--- config.mk ---
export PLATFORM = sky130hd
export DESIGN_NAME = dci_decoder
export DESIGN_NICKNAME = d
export VERILOG_FILES = /design/src/dci_pkg.sv /design/src/dci_decoder.sv
export VERILOG_INCLUDE_DIRS = /design/src /design/src/src
export SDC_FILE = /design/constraint.sdc
export NUM_CORES = 1
export LEC_CHECK = 0
export BUFFER_PORTS_ARGS = -buffer_cell sky130_fd_sc_hd__buf_2
export CAP_MARGIN = 40
export CORE_AREA = 2 2 192 194
export CTS_CLUSTER_DIAMETER = 40
export DETAILED_ROUTE_END_ITERATION = 16
export DIE_AREA = 0 0 194 196
export GPL_ROUTABILITY_DRIVEN = 0
export HOLD_SLACK_MARGIN = 0.06
export PLACE_DENSITY = 0.61
export SETUP_SLACK_MARGIN = 0.2
export SLEW_MARGIN = 30
export SYNTH_ARGS = -nofsm -noshare
export SYNTH_HDL_FRONTEND = slang
export SYNTH_SLANG_ARGS = --single-unit
--- constraint.sdc ---
create_clock -name I_CLK -period 7 [get_ports I_CLK]
set_input_delay 1.4 -clock I_CLK [delete_from_list [all_inputs] [get_ports I_CLK]]
set_output_delay 1.4 -clock I_CLK [all_outputs]
set_load 0.02 [all_outputs]
--- src/dci_map.svh ---
`ifndef DCI_MAP_SVH
`define DCI_MAP_SVH
// ****************************************
// register offsets
// ****************************************
`define DCI_CTRL_OFS 8'h00
`define DCI_STATUS_OFS 8'h04
`define DCI_IRQ_STATUS_OFS 8'h08
`define DCI_IRQ_MASK_OFS 8'h0c
// ****************************************
// control fields and reset value
// ****************************************
`define DCI_CTRL_CONV_LSB 0
`define DCI_CTRL_CONV_MSB 2
`define DCI_CTRL_JOG_THERMAL_BIT 3
`define DCI_CTRL_STOP_FUNC_LSB 4
`define DCI_CTRL_STOP_FUNC_MSB 5
`define DCI_CTRL_SECOND_SET_BIT 6
`define DCI_CTRL_RESTART_PARAM_BIT 7
`define DCI_CTRL_RESET 8'h00
// ****************************************
// converter connection values
// ****************************************
`define DCI_CONV_STOP_ENABLE 3'h3
`define DCI_CONV_SECOND_ENABLE 3'h4
`define DCI_CONV_SECOND_POWER 3'h5
// ****************************************
// input positions
// ****************************************
`define DCI_IN_JOG 0
`define DCI_IN_SECOND 1
`define DCI_IN_STOP 2
`define DCI_IN_RESET 3
`define DCI_IN_CURRENT 4
`define DCI_IN_RESTART 5
`define DCI_IN_FORWARD 6
`define DCI_IN_REVERSE 7
`define DCI_IN_COUNT 8
// ****************************************
// interrupt event positions
// ****************************************
`define DCI_EV_THERMAL 0
`define DCI_EV_SHUTOFF 1
`define DCI_EV_CLEARED 2
`define DCI_EV_POWER_FAIL 3
`define DCI_EV_COUNT 4
// ****************************************
// timing
// ****************************************
`define DCI_CLK_PERIOD_NS 40
`define DCI_STOP_HOLD_NS 20000000
`define DCI_RESET_HOLD_NS 100000000
`define DCI_FILTER_NS 1000000
`define DCI_STOP_HOLD_CYC ((`DCI_STOP_HOLD_NS + `DCI_CLK_PERIOD_NS - 1) / `DCI_CLK_PERIOD_NS)
`define DCI_RESET_HOLD_CYC ((`DCI_RESET_HOLD_NS + `DCI_CLK_PERIOD_NS - 1) / `DCI_CLK_PERIOD_NS)
`define DCI_FILTER_CYC ((`DCI_FILTER_NS + `DCI_CLK_PERIOD_NS - 1) / `DCI_CLK_PERIOD_NS)
`endif

--- src/dci_pkg.sv ---
package dci_pkg;
   typedef enum logic [1:0] {
      RST_IDLE = 2'h0,
      RST_HELD = 2'h1,
      RST_QUAL = 2'h3
   } dci_reset_state_type;
   typedef enum logic [1:0] {
      STOP_AS_SHUTOFF = 2'h0,
      STOP_AS_DC_BRAKE = 2'h1,
      STOP_AS_PANEL_LOCK = 2'h2
   } dci_stop_func_type;
endpackage

--- src/dci_decoder.sv ---
`include "dci_map.svh"
// Contract
// - jog select on enables jog mode; forward or reverse start then runs jog.
// - jog input as thermal relay input stops output when relay operates.
// - second function select on picks second accel and decel time set; at converter setting 3 the code ignores the select.
// - with second settings configured, select also picks second boost and base freq.
// - converter setting 4 or 5 turns second select into enable or power fail input; the code makes it the enable input at both settings.
// - output stop held at least 20 ms shuts off the output.
// - output stop input may act as DC brake start or panel interlock.
// - converter setting 3 turns output stop into operation enable input.
// - fault reset held over 0.1 s then released clears protective trip.
// - current reference accepted only while current input select is on.
// - converter setting 3, 4 or 5 reassigns current select to enable or power fail; the code makes it the power fail input at all three.
// - restart select plus restart parameters allow auto restart; disallowed by default.
module dci_decoder #(
   parameter int STOP_CYC = `DCI_STOP_HOLD_CYC,
   parameter int RESET_CYC = `DCI_RESET_HOLD_CYC,
   parameter int FILTER_CYC = `DCI_FILTER_CYC,
   parameter int CNT_W = 24
) (
   input wire logic I_CLK,
   input wire logic I_RST,
   input wire logic I_CE,
   input wire logic I_JOG_OR_THERMAL_INPUT,
   input wire logic I_SECOND_FUNCTION_SELECT,
   input wire logic I_OUTPUT_STOP_INPUT,
   input wire logic I_FAULT_RESET_INPUT,
   input wire logic I_CURRENT_INPUT_SELECT,
   input wire logic I_RESTART_SELECT,
   input wire logic I_FORWARD_START_INPUT,
   input wire logic I_REVERSE_START_INPUT,
   input wire logic I_PROTECTIVE_TRIP,
   input wire logic I_AWVALID,
   output logic O_AWREADY,
   input wire logic [7:0] I_AWADDR,
   input wire logic I_WVALID,
   output logic O_WREADY,
   input wire logic [31:0] I_WDATA,
   input wire logic [3:0] I_WSTRB,
   output logic O_BVALID,
   input wire logic I_BREADY,
   output logic [1:0] O_BRESP,
   input wire logic I_ARVALID,
   output logic O_ARREADY,
   input wire logic [7:0] I_ARADDR,
   output logic O_RVALID,
   input wire logic I_RREADY,
   output logic [31:0] O_RDATA,
   output logic [1:0] O_RRESP,
   output logic O_JOG_MODE,
   output logic O_JOG_FORWARD,
   output logic O_JOG_REVERSE,
   output logic O_SECOND_ACCEL_DECEL,
   output logic O_SECOND_BOOST_BASE,
   output logic O_OUTPUT_SHUTOFF,
   output logic O_DC_BRAKE_START,
   output logic O_PANEL_INTERLOCK,
   output logic O_OPERATION_ENABLE,
   output logic O_POWER_FAIL_DETECT,
   output logic O_CURRENT_REF_ACCEPT,
   output logic O_AUTO_RESTART_ENABLE,
   output logic O_FAULT_CLEAR,
   output logic O_IRQ
);
   localparam int N = `DCI_IN_COUNT;
   localparam int E = `DCI_EV_COUNT;
   localparam logic [CNT_W-1:0] STOP_LIM = CNT_W'(STOP_CYC);
   localparam logic [CNT_W-1:0] RESET_LIM = CNT_W'(RESET_CYC);
   localparam logic [CNT_W-1:0] FILT_LIM = CNT_W'(FILTER_CYC);

   // ****************************************
   // input synchronisers and debounce
   // ****************************************
   logic [N-1:0] raw;
   logic [N-1:0] sync1;
   logic [N-1:0] sync2;
   logic [N-1:0] filt;
   logic [N-1:0] next_filt;
   logic [CNT_W-1:0] fcnt [N];
   logic [CNT_W-1:0] next_fcnt [N];

   assign raw = {I_REVERSE_START_INPUT, I_FORWARD_START_INPUT, I_RESTART_SELECT,
                 I_CURRENT_INPUT_SELECT, I_FAULT_RESET_INPUT, I_OUTPUT_STOP_INPUT,
                 I_SECOND_FUNCTION_SELECT, I_JOG_OR_THERMAL_INPUT};

   genvar g;
   generate
      for (g = 0; g < N; g++) begin : gen_filt
         // a level only moves after it stood stable for the whole filter time
         always_comb begin
            next_filt[g] = filt[g];
            next_fcnt[g] = '0;
            if (sync2[g] != filt[g]) begin
               if (fcnt[g] >= FILT_LIM - CNT_W'(1)) begin
                  next_filt[g] = sync2[g];
               end else begin
                  next_fcnt[g] = fcnt[g] + CNT_W'(1);
               end
            end
         end
         always_ff @(posedge I_CLK) begin
            if (I_RST) begin
               fcnt[g] <= '0;
            end else if (I_CE) begin
               fcnt[g] <= next_fcnt[g];
            end
         end
      end
   endgenerate

   always_ff @(posedge I_CLK) begin
      if (I_RST) begin
         sync1 <= '0;
         sync2 <= '0;
         filt <= '0;
      end else if (I_CE) begin
         sync1 <= raw;
         sync2 <= sync1;
         filt <= next_filt;
      end
   end

   // ****************************************
   // register file and bus slave
   // ****************************************
   logic [7:0] ctrl;
   logic [E-1:0] irq_status;
   logic [E-1:0] irq_mask;
   logic [E-1:0] events;
   logic bvalid;
   logic [1:0] bresp;
   logic rvalid;
   logic [31:0] rdata;
   logic [1:0] rresp;
   logic [7:0] next_ctrl;
   logic [E-1:0] next_irq_status;
   logic [E-1:0] next_irq_mask;
   logic next_bvalid;
   logic [1:0] next_bresp;
   logic next_rvalid;
   logic [31:0] next_rdata;
   logic [1:0] next_rresp;
   logic wr_go;
   logic rd_go;
   logic [15:0] status_word;

   function automatic logic known(input logic [7:0] addr);
      return addr == `DCI_CTRL_OFS || addr == `DCI_STATUS_OFS ||
             addr == `DCI_IRQ_STATUS_OFS || addr == `DCI_IRQ_MASK_OFS;
   endfunction

   // address and data are taken together, so no half write is ever parked
   assign wr_go = I_AWVALID && I_WVALID && !bvalid;
   assign rd_go = I_ARVALID && !rvalid;
   assign O_AWREADY = wr_go && I_CE;
   assign O_WREADY = wr_go && I_CE;
   assign O_ARREADY = rd_go && I_CE;

   always_comb begin
      next_ctrl = ctrl;
      next_irq_mask = irq_mask;
      next_irq_status = irq_status;
      next_bvalid = bvalid && !I_BREADY;
      next_bresp = bresp;
      next_rvalid = rvalid && !I_RREADY;
      next_rdata = rdata;
      next_rresp = rresp;
      if (wr_go) begin
         next_bvalid = 1'b1;
         next_bresp = known(I_AWADDR) ? 2'h0 : 2'h2;
         if (I_WSTRB[0] && I_AWADDR == `DCI_CTRL_OFS) begin
            next_ctrl = I_WDATA[7:0];
         end
         if (I_WSTRB[0] && I_AWADDR == `DCI_IRQ_MASK_OFS) begin
            next_irq_mask = I_WDATA[E-1:0];
         end
         if (I_WSTRB[0] && I_AWADDR == `DCI_IRQ_STATUS_OFS) begin
            next_irq_status = irq_status & ~I_WDATA[E-1:0];
         end
      end
      // a new event outranks a clear in the same cycle
      next_irq_status = next_irq_status | events;
      if (rd_go) begin
         next_rvalid = 1'b1;
         next_rresp = known(I_ARADDR) ? 2'h0 : 2'h2;
         unique case (I_ARADDR)
            `DCI_CTRL_OFS: next_rdata = {24'h0, ctrl};
            `DCI_STATUS_OFS: next_rdata = {16'h0, status_word};
            `DCI_IRQ_STATUS_OFS: next_rdata = {28'h0, irq_status};
            `DCI_IRQ_MASK_OFS: next_rdata = {28'h0, irq_mask};
            default: next_rdata = 32'h0;
         endcase
      end
   end

   always_ff @(posedge I_CLK) begin
      if (I_RST) begin
         ctrl <= `DCI_CTRL_RESET;
         irq_status <= '0;
         irq_mask <= '0;
         bvalid <= 1'b0;
         bresp <= 2'h0;
         rvalid <= 1'b0;
         rdata <= 32'h0;
         rresp <= 2'h0;
      end else if (I_CE) begin
         ctrl <= next_ctrl;
         irq_status <= next_irq_status;
         irq_mask <= next_irq_mask;
         bvalid <= next_bvalid;
         bresp <= next_bresp;
         rvalid <= next_rvalid;
         rdata <= next_rdata;
         rresp <= next_rresp;
      end
   end

   assign O_BVALID = bvalid;
   assign O_BRESP = bresp;
   assign O_RVALID = rvalid;
   assign O_RDATA = rdata;
   assign O_RRESP = rresp;
   assign O_IRQ = |(irq_status & irq_mask);

   // ****************************************
   // hold timers and fault reset sequence
   // ****************************************
   logic [2:0] conv;
   dci_pkg::dci_stop_func_type stop_func;
   logic stop_normal;
   logic [CNT_W-1:0] stop_cnt;
   logic [CNT_W-1:0] next_stop_cnt;
   logic [CNT_W-1:0] clr_cnt;
   logic [CNT_W-1:0] next_clr_cnt;
   dci_pkg::dci_reset_state_type clr_state;
   dci_pkg::dci_reset_state_type next_clr_state;
   logic next_fault_clear;

   assign conv = ctrl[`DCI_CTRL_CONV_MSB:`DCI_CTRL_CONV_LSB];
   assign stop_func = dci_pkg::dci_stop_func_type'(
      ctrl[`DCI_CTRL_STOP_FUNC_MSB:`DCI_CTRL_STOP_FUNC_LSB]);
   assign stop_normal = conv != `DCI_CONV_STOP_ENABLE;

   always_comb begin
      next_stop_cnt = '0;
      if (filt[`DCI_IN_STOP]) begin
         next_stop_cnt = (stop_cnt >= STOP_LIM) ? stop_cnt : stop_cnt + CNT_W'(1);
      end
      next_clr_cnt = '0;
      next_clr_state = clr_state;
      next_fault_clear = 1'b0;
      unique case (clr_state)
         dci_pkg::RST_IDLE: begin
            if (filt[`DCI_IN_RESET]) begin
               next_clr_state = dci_pkg::RST_HELD;
            end
         end
         dci_pkg::RST_HELD: begin
            next_clr_cnt = clr_cnt + CNT_W'(1);
            if (!filt[`DCI_IN_RESET]) begin
               next_clr_state = dci_pkg::RST_IDLE;
            end else if (clr_cnt >= RESET_LIM) begin
               next_clr_state = dci_pkg::RST_QUAL;
            end
         end
         dci_pkg::RST_QUAL: begin
            // the clear fires on release, not while the contact is still held
            if (!filt[`DCI_IN_RESET]) begin
               next_clr_state = dci_pkg::RST_IDLE;
               next_fault_clear = I_PROTECTIVE_TRIP;
            end
         end
         default: next_clr_state = dci_pkg::RST_IDLE;
      endcase
   end

   // ****************************************
   // function decoding
   // ****************************************
   logic jog_mode;
   logic thermal;
   logic shutoff;
   logic power_fail;
   logic [12:0] dec;
   logic [12:0] next_dec;

   always_comb begin
      thermal = ctrl[`DCI_CTRL_JOG_THERMAL_BIT] && filt[`DCI_IN_JOG];
      jog_mode = !ctrl[`DCI_CTRL_JOG_THERMAL_BIT] && filt[`DCI_IN_JOG];
      shutoff = thermal || (stop_normal && stop_func == dci_pkg::STOP_AS_SHUTOFF &&
                            stop_cnt >= STOP_LIM);
      power_fail = 1'b0;
      next_dec = '0;
      next_dec[0] = jog_mode;
      next_dec[1] = jog_mode && filt[`DCI_IN_FORWARD] && !filt[`DCI_IN_REVERSE];
      next_dec[2] = jog_mode && filt[`DCI_IN_REVERSE] && !filt[`DCI_IN_FORWARD];
      next_dec[5] = shutoff;
      next_dec[6] = stop_normal && stop_func == dci_pkg::STOP_AS_DC_BRAKE &&
                    filt[`DCI_IN_STOP];
      next_dec[7] = stop_normal && stop_func == dci_pkg::STOP_AS_PANEL_LOCK &&
                    filt[`DCI_IN_STOP];
      next_dec[11] = filt[`DCI_IN_RESTART] && ctrl[`DCI_CTRL_RESTART_PARAM_BIT];
      unique case (conv)
         `DCI_CONV_STOP_ENABLE: begin
            next_dec[8] = filt[`DCI_IN_STOP];
            power_fail = filt[`DCI_IN_CURRENT];
         end
         `DCI_CONV_SECOND_ENABLE, `DCI_CONV_SECOND_POWER: begin
            // converter links a single enable; the current input then reports supply loss
            next_dec[8] = filt[`DCI_IN_SECOND];
            power_fail = filt[`DCI_IN_CURRENT];
         end
         default: begin
            next_dec[3] = filt[`DCI_IN_SECOND];
            next_dec[4] = filt[`DCI_IN_SECOND] && ctrl[`DCI_CTRL_SECOND_SET_BIT];
            next_dec[10] = filt[`DCI_IN_CURRENT];
         end
      endcase
      next_dec[9] = power_fail;
      next_dec[12] = next_fault_clear;
      events = '0;
      events[`DCI_EV_THERMAL] = thermal && !(dec[5] && ctrl[`DCI_CTRL_JOG_THERMAL_BIT]);
      events[`DCI_EV_SHUTOFF] = next_dec[5] && !dec[5];
      events[`DCI_EV_CLEARED] = next_fault_clear;
      events[`DCI_EV_POWER_FAIL] = power_fail && !dec[9];
      events = I_CE ? events : '0;
   end

   always_ff @(posedge I_CLK) begin
      if (I_RST) begin
         stop_cnt <= '0;
         clr_cnt <= '0;
         clr_state <= dci_pkg::RST_IDLE;
         dec <= '0;
      end else if (I_CE) begin
         stop_cnt <= next_stop_cnt;
         clr_cnt <= next_clr_cnt;
         clr_state <= next_clr_state;
         dec <= next_dec;
      end
   end

   assign status_word = {dec[11:0], 4'h0} | {8'h0, filt};
   assign O_JOG_MODE = dec[0];
   assign O_JOG_FORWARD = dec[1];
   assign O_JOG_REVERSE = dec[2];
   assign O_SECOND_ACCEL_DECEL = dec[3];
   assign O_SECOND_BOOST_BASE = dec[4];
   assign O_OUTPUT_SHUTOFF = dec[5];
   assign O_DC_BRAKE_START = dec[6];
   assign O_PANEL_INTERLOCK = dec[7];
   assign O_OPERATION_ENABLE = dec[8];
   assign O_POWER_FAIL_DETECT = dec[9];
   assign O_CURRENT_REF_ACCEPT = dec[10];
   assign O_AUTO_RESTART_ENABLE = dec[11];
   assign O_FAULT_CLEAR = dec[12];
endmodule

==> summary.txt <==
Outcome
  • Status: finished, final reports clean

Timing
  • Final Critical Period: about 4.3 ns
  • Least-Margin Pin Slew: about 0.76 ns
  • Final Skew: 0.0112 ns
  • Max Clock Freq: 235 MHz
  • Max-slew violation count: 0
  • Setup TNS: 0 ns
  • Rel. slew slack: 49.2%
  • Final setup viols: 0
  • RSZ-0062 raised after global routing: no
  • Hold Fails Final Rpt: 0
  • Hold_ws: approximately 0.44 ns
  • Final cycle utilization of the critical path: approximately three fifths

Routing
  • Drc violations: 0
  • Vias post-DR: approximately 10000
  • Iter 0 DRT Violations: 630
  • DRT Wirelength: between 20 and 30 mm
  • Post-DR vias/cell: approximately 5.0
  • Routed wire length per instance: ~15 µm
  • First drt pass iteration count: 5
  • Antenna Nets Post-Route: 0

Floorplanning
  • Chip width: 194 µm
  • FP Rows: 70
  • Die area: around 38000 µm²
  • Io pins: roughly 120
  • DIE HEIGHT: between 150 and 200 µm
  • Core area: 36100 µm²
  • Starting Density: around two fifths

Finish
  • Layout area overhead: 19.0%
  • Layout cells sized above 1: around an eighth
  • Nets: 1569
  • Diodes inserted: 0
  • Fin util: between 40% and 50%
  • Fin area: ~17000 µm²

Setup path
  • Buf/Inv on CP: 3
  • Worst Setup Path Type: input port to output pin
  • Worst Setup SP: I_CE
  • Worst setup EP type: output pin
  • Crit-path leading delay family: buffers and inverters
  • Startpoint types: input port
  • Critical path data arrival time: 2.86 ns
  • Crit Path Max Fanout: 20
  • Worst r2r src: fcnt[0][24]
  • Setup slack, reg-to-reg: 4.57 ns
  • Worst path most repeated cell: buf_2
  • Max incr delay on CP: 0.49 ns
  • CP required: about 5.6 ns
  • Slowest cell on the critical path: or2_2
  • Critical path cell sequence: buf_2 -> nand2_1 -> or2_2 -> inv_1 -> buf_2

Logic synthesis
  • Yosys top cell by area: edfxtp_1
  • Syn Area/Cell: 10.7 µm²
  • Flops & latches, synth: 315
  • Mux share of post-synthesis cell area: 2.61%
  • YS warnings: 0
  • Post-Synth Simple-Gate Area: around a fifth
  • Main area contributors after synthesis: edfxtp_1 (41%), dfxtp_1 (17%), nor2_1 (6.3%), xor2_1 (4.1%), xnor2_1 (3.8%)
  • XOR/XNOR Fraction of Synth Area: approximately 7.8%
  • Netlist Area Pre-Place: between 10000 and 15000 µm²
  • Synth Flop Type: edfxtp_1
  • Main combinational cell family by area after synthesis: simple AND/OR/NAND/NOR gates
  • Post-synth top cells: nor2_1 (239), edfxtp_1 (192), dfxtp_1 (123)
  • Compound-gate portion of the synthesized area: around 6.9%
  • Asr flop ratio synth: 0%
  • Sequential area share after synthesis: about three fifths
  • Post-synth EDFFs: roughly 190
  • Mapped Cells: about 1300
  • Distinct cells, synth: 63
  • Yosys top cell area share: 40.7%
  • Most common cell in the synthesized netlist: nor2_1
  • Post-Synth Adder-Cell Area: ~1.1%

CTS
  • Clock sink count: 315
  • Setup Buffers After CTS: 0
  • # hold bufs at CTS: 0
  • Clock buffer depth: 3
  • Total CTS buffers: 46
  • Clock root buffer: clkbuf_16
  • H-tree Lvls: 2
  • Reg clk slew, reported paths: ~0.050 ns
  • CTS tree: yes
  • CTS resizes: 0
  • Clk_lat worst skew: roughly 0.53 ns

Pwr
  • Max rail drop VDD: roughly 0.18 mV
  • Overall power: 4.63 mW
  • Leak Pwr: roughly 6.2 nW
  • Power Dens Cells: around 270 nW/µm²

Global route
  • Overflow after GRT: 0
  • All-Layer GR Usage: between 10% and 20%
  • Initial antenna violation count: 0
  • Vias in the first global route: about 9500
  • Largest net degree at the start of global routing: 118
  • First-pass GRT wire length: a little under 50 mm

Place
  • DP Area: ~15000 µm²
  • Post-DP HPWL: 19.7 mm
  • Port bufs: 78

Job
  • Max_cap viols: 0

Min path
  • Worst hold path startpoint: stop_cnt[23]
  • Hold Path Class: flip-flop to flip-flop
==> power by group <==
part           total [mW]  leakage (nW)  switching (mW)  internal (mW)
sequential           2.10          3.06          0.0506           2.05
clock                2.37         0.792           0.850           1.52
combinational       0.162          2.33           0.108         0.0547
==> cells in the final DEF (no fill, tap or decap), types with 39 or more instances in the layout <==
cell,instances
nor2_1,239
edfxtp_1,192
dfxtp_1,123
nand2_1,97
conb_1,90
nand3_1,81
buf_2,80
xor2_1,66
xnor2_1,61
clkbuf_16,49
a21oi_1,39
==> area by class of cell <==
| type | instances | area [µm²] |
|---|---|---|
| clock buffer | 60 | 1320 |
| clock inverter | 24 | 284 |
| fill | 3359 | 19200 |
| inverter | 32 | 128 |
| multi-input combinational | 1001 | 5800 |
| sequential | 315 | 8230 |
| tap | 468 | 586 |
| timing repair buffer | 92 | 522 |
==> cell families after synthesis <==
kind of cell | Yosys count
mux | 32
buf+inv | 97
compound gates | 143
xor+xnor | 127
flops | 315
other cells | 1
simple gates | 597
fa+ha+maj | 12
==> through the flow <==
step	worst slack (ns)	instances
global route	2.65	1992
detailed placement	2.76	1906
CTS	2.76	1990
finish	2.74	1992
global placement	2.76	1900
floorplan	0.788	1413
==> routing by layer <==
layer  vias up  share of wire, %  wire [µm]  global-route usage [%]
li1       5011                 -          -                       -
met1      4724                46      13500                    20.6
met2       194                47      13700                    25.5
met3        50               4.7       1390                    2.73
met4         0               2.6        762                    5.02
met5         -                 0          0                       0
==> registers in the layout, indices dropped and copies added, names as in the netlist <==
| register | count |
|---|---|
| O_BRESP | 1 |
| O_BVALID | 1 |
| O_RDATA | 16 |
| O_RRESP | 1 |
| O_RVALID | 1 |
| clr_cnt | 24 |
| clr_state | 2 |
| ctrl | 8 |
| dec | 13 |
| fcnt | 192 |
| filt | 8 |
| irq_mask | 4 |
| irq_status | 4 |
| stop_cnt | 24 |
| sync1 | 8 |
| sync2 | 8 |
==> path summary, 6_finish.rpt <==
path	depth (start not counted)	to
setup reg to reg	6	fcnt[0][28]
setup / recovery	5	O_ARREADY
hold / removal	2	stop_cnt[23]
hold reg to reg	2	stop_cnt[23]
==> worst min-delay path: stages (launching register included) <==
cell     delay (ns)
dfxtp_1        0.29
inv_1          0.06
nor2_1         0.04
No activity file was read; power rests on OpenSTA's default activity.
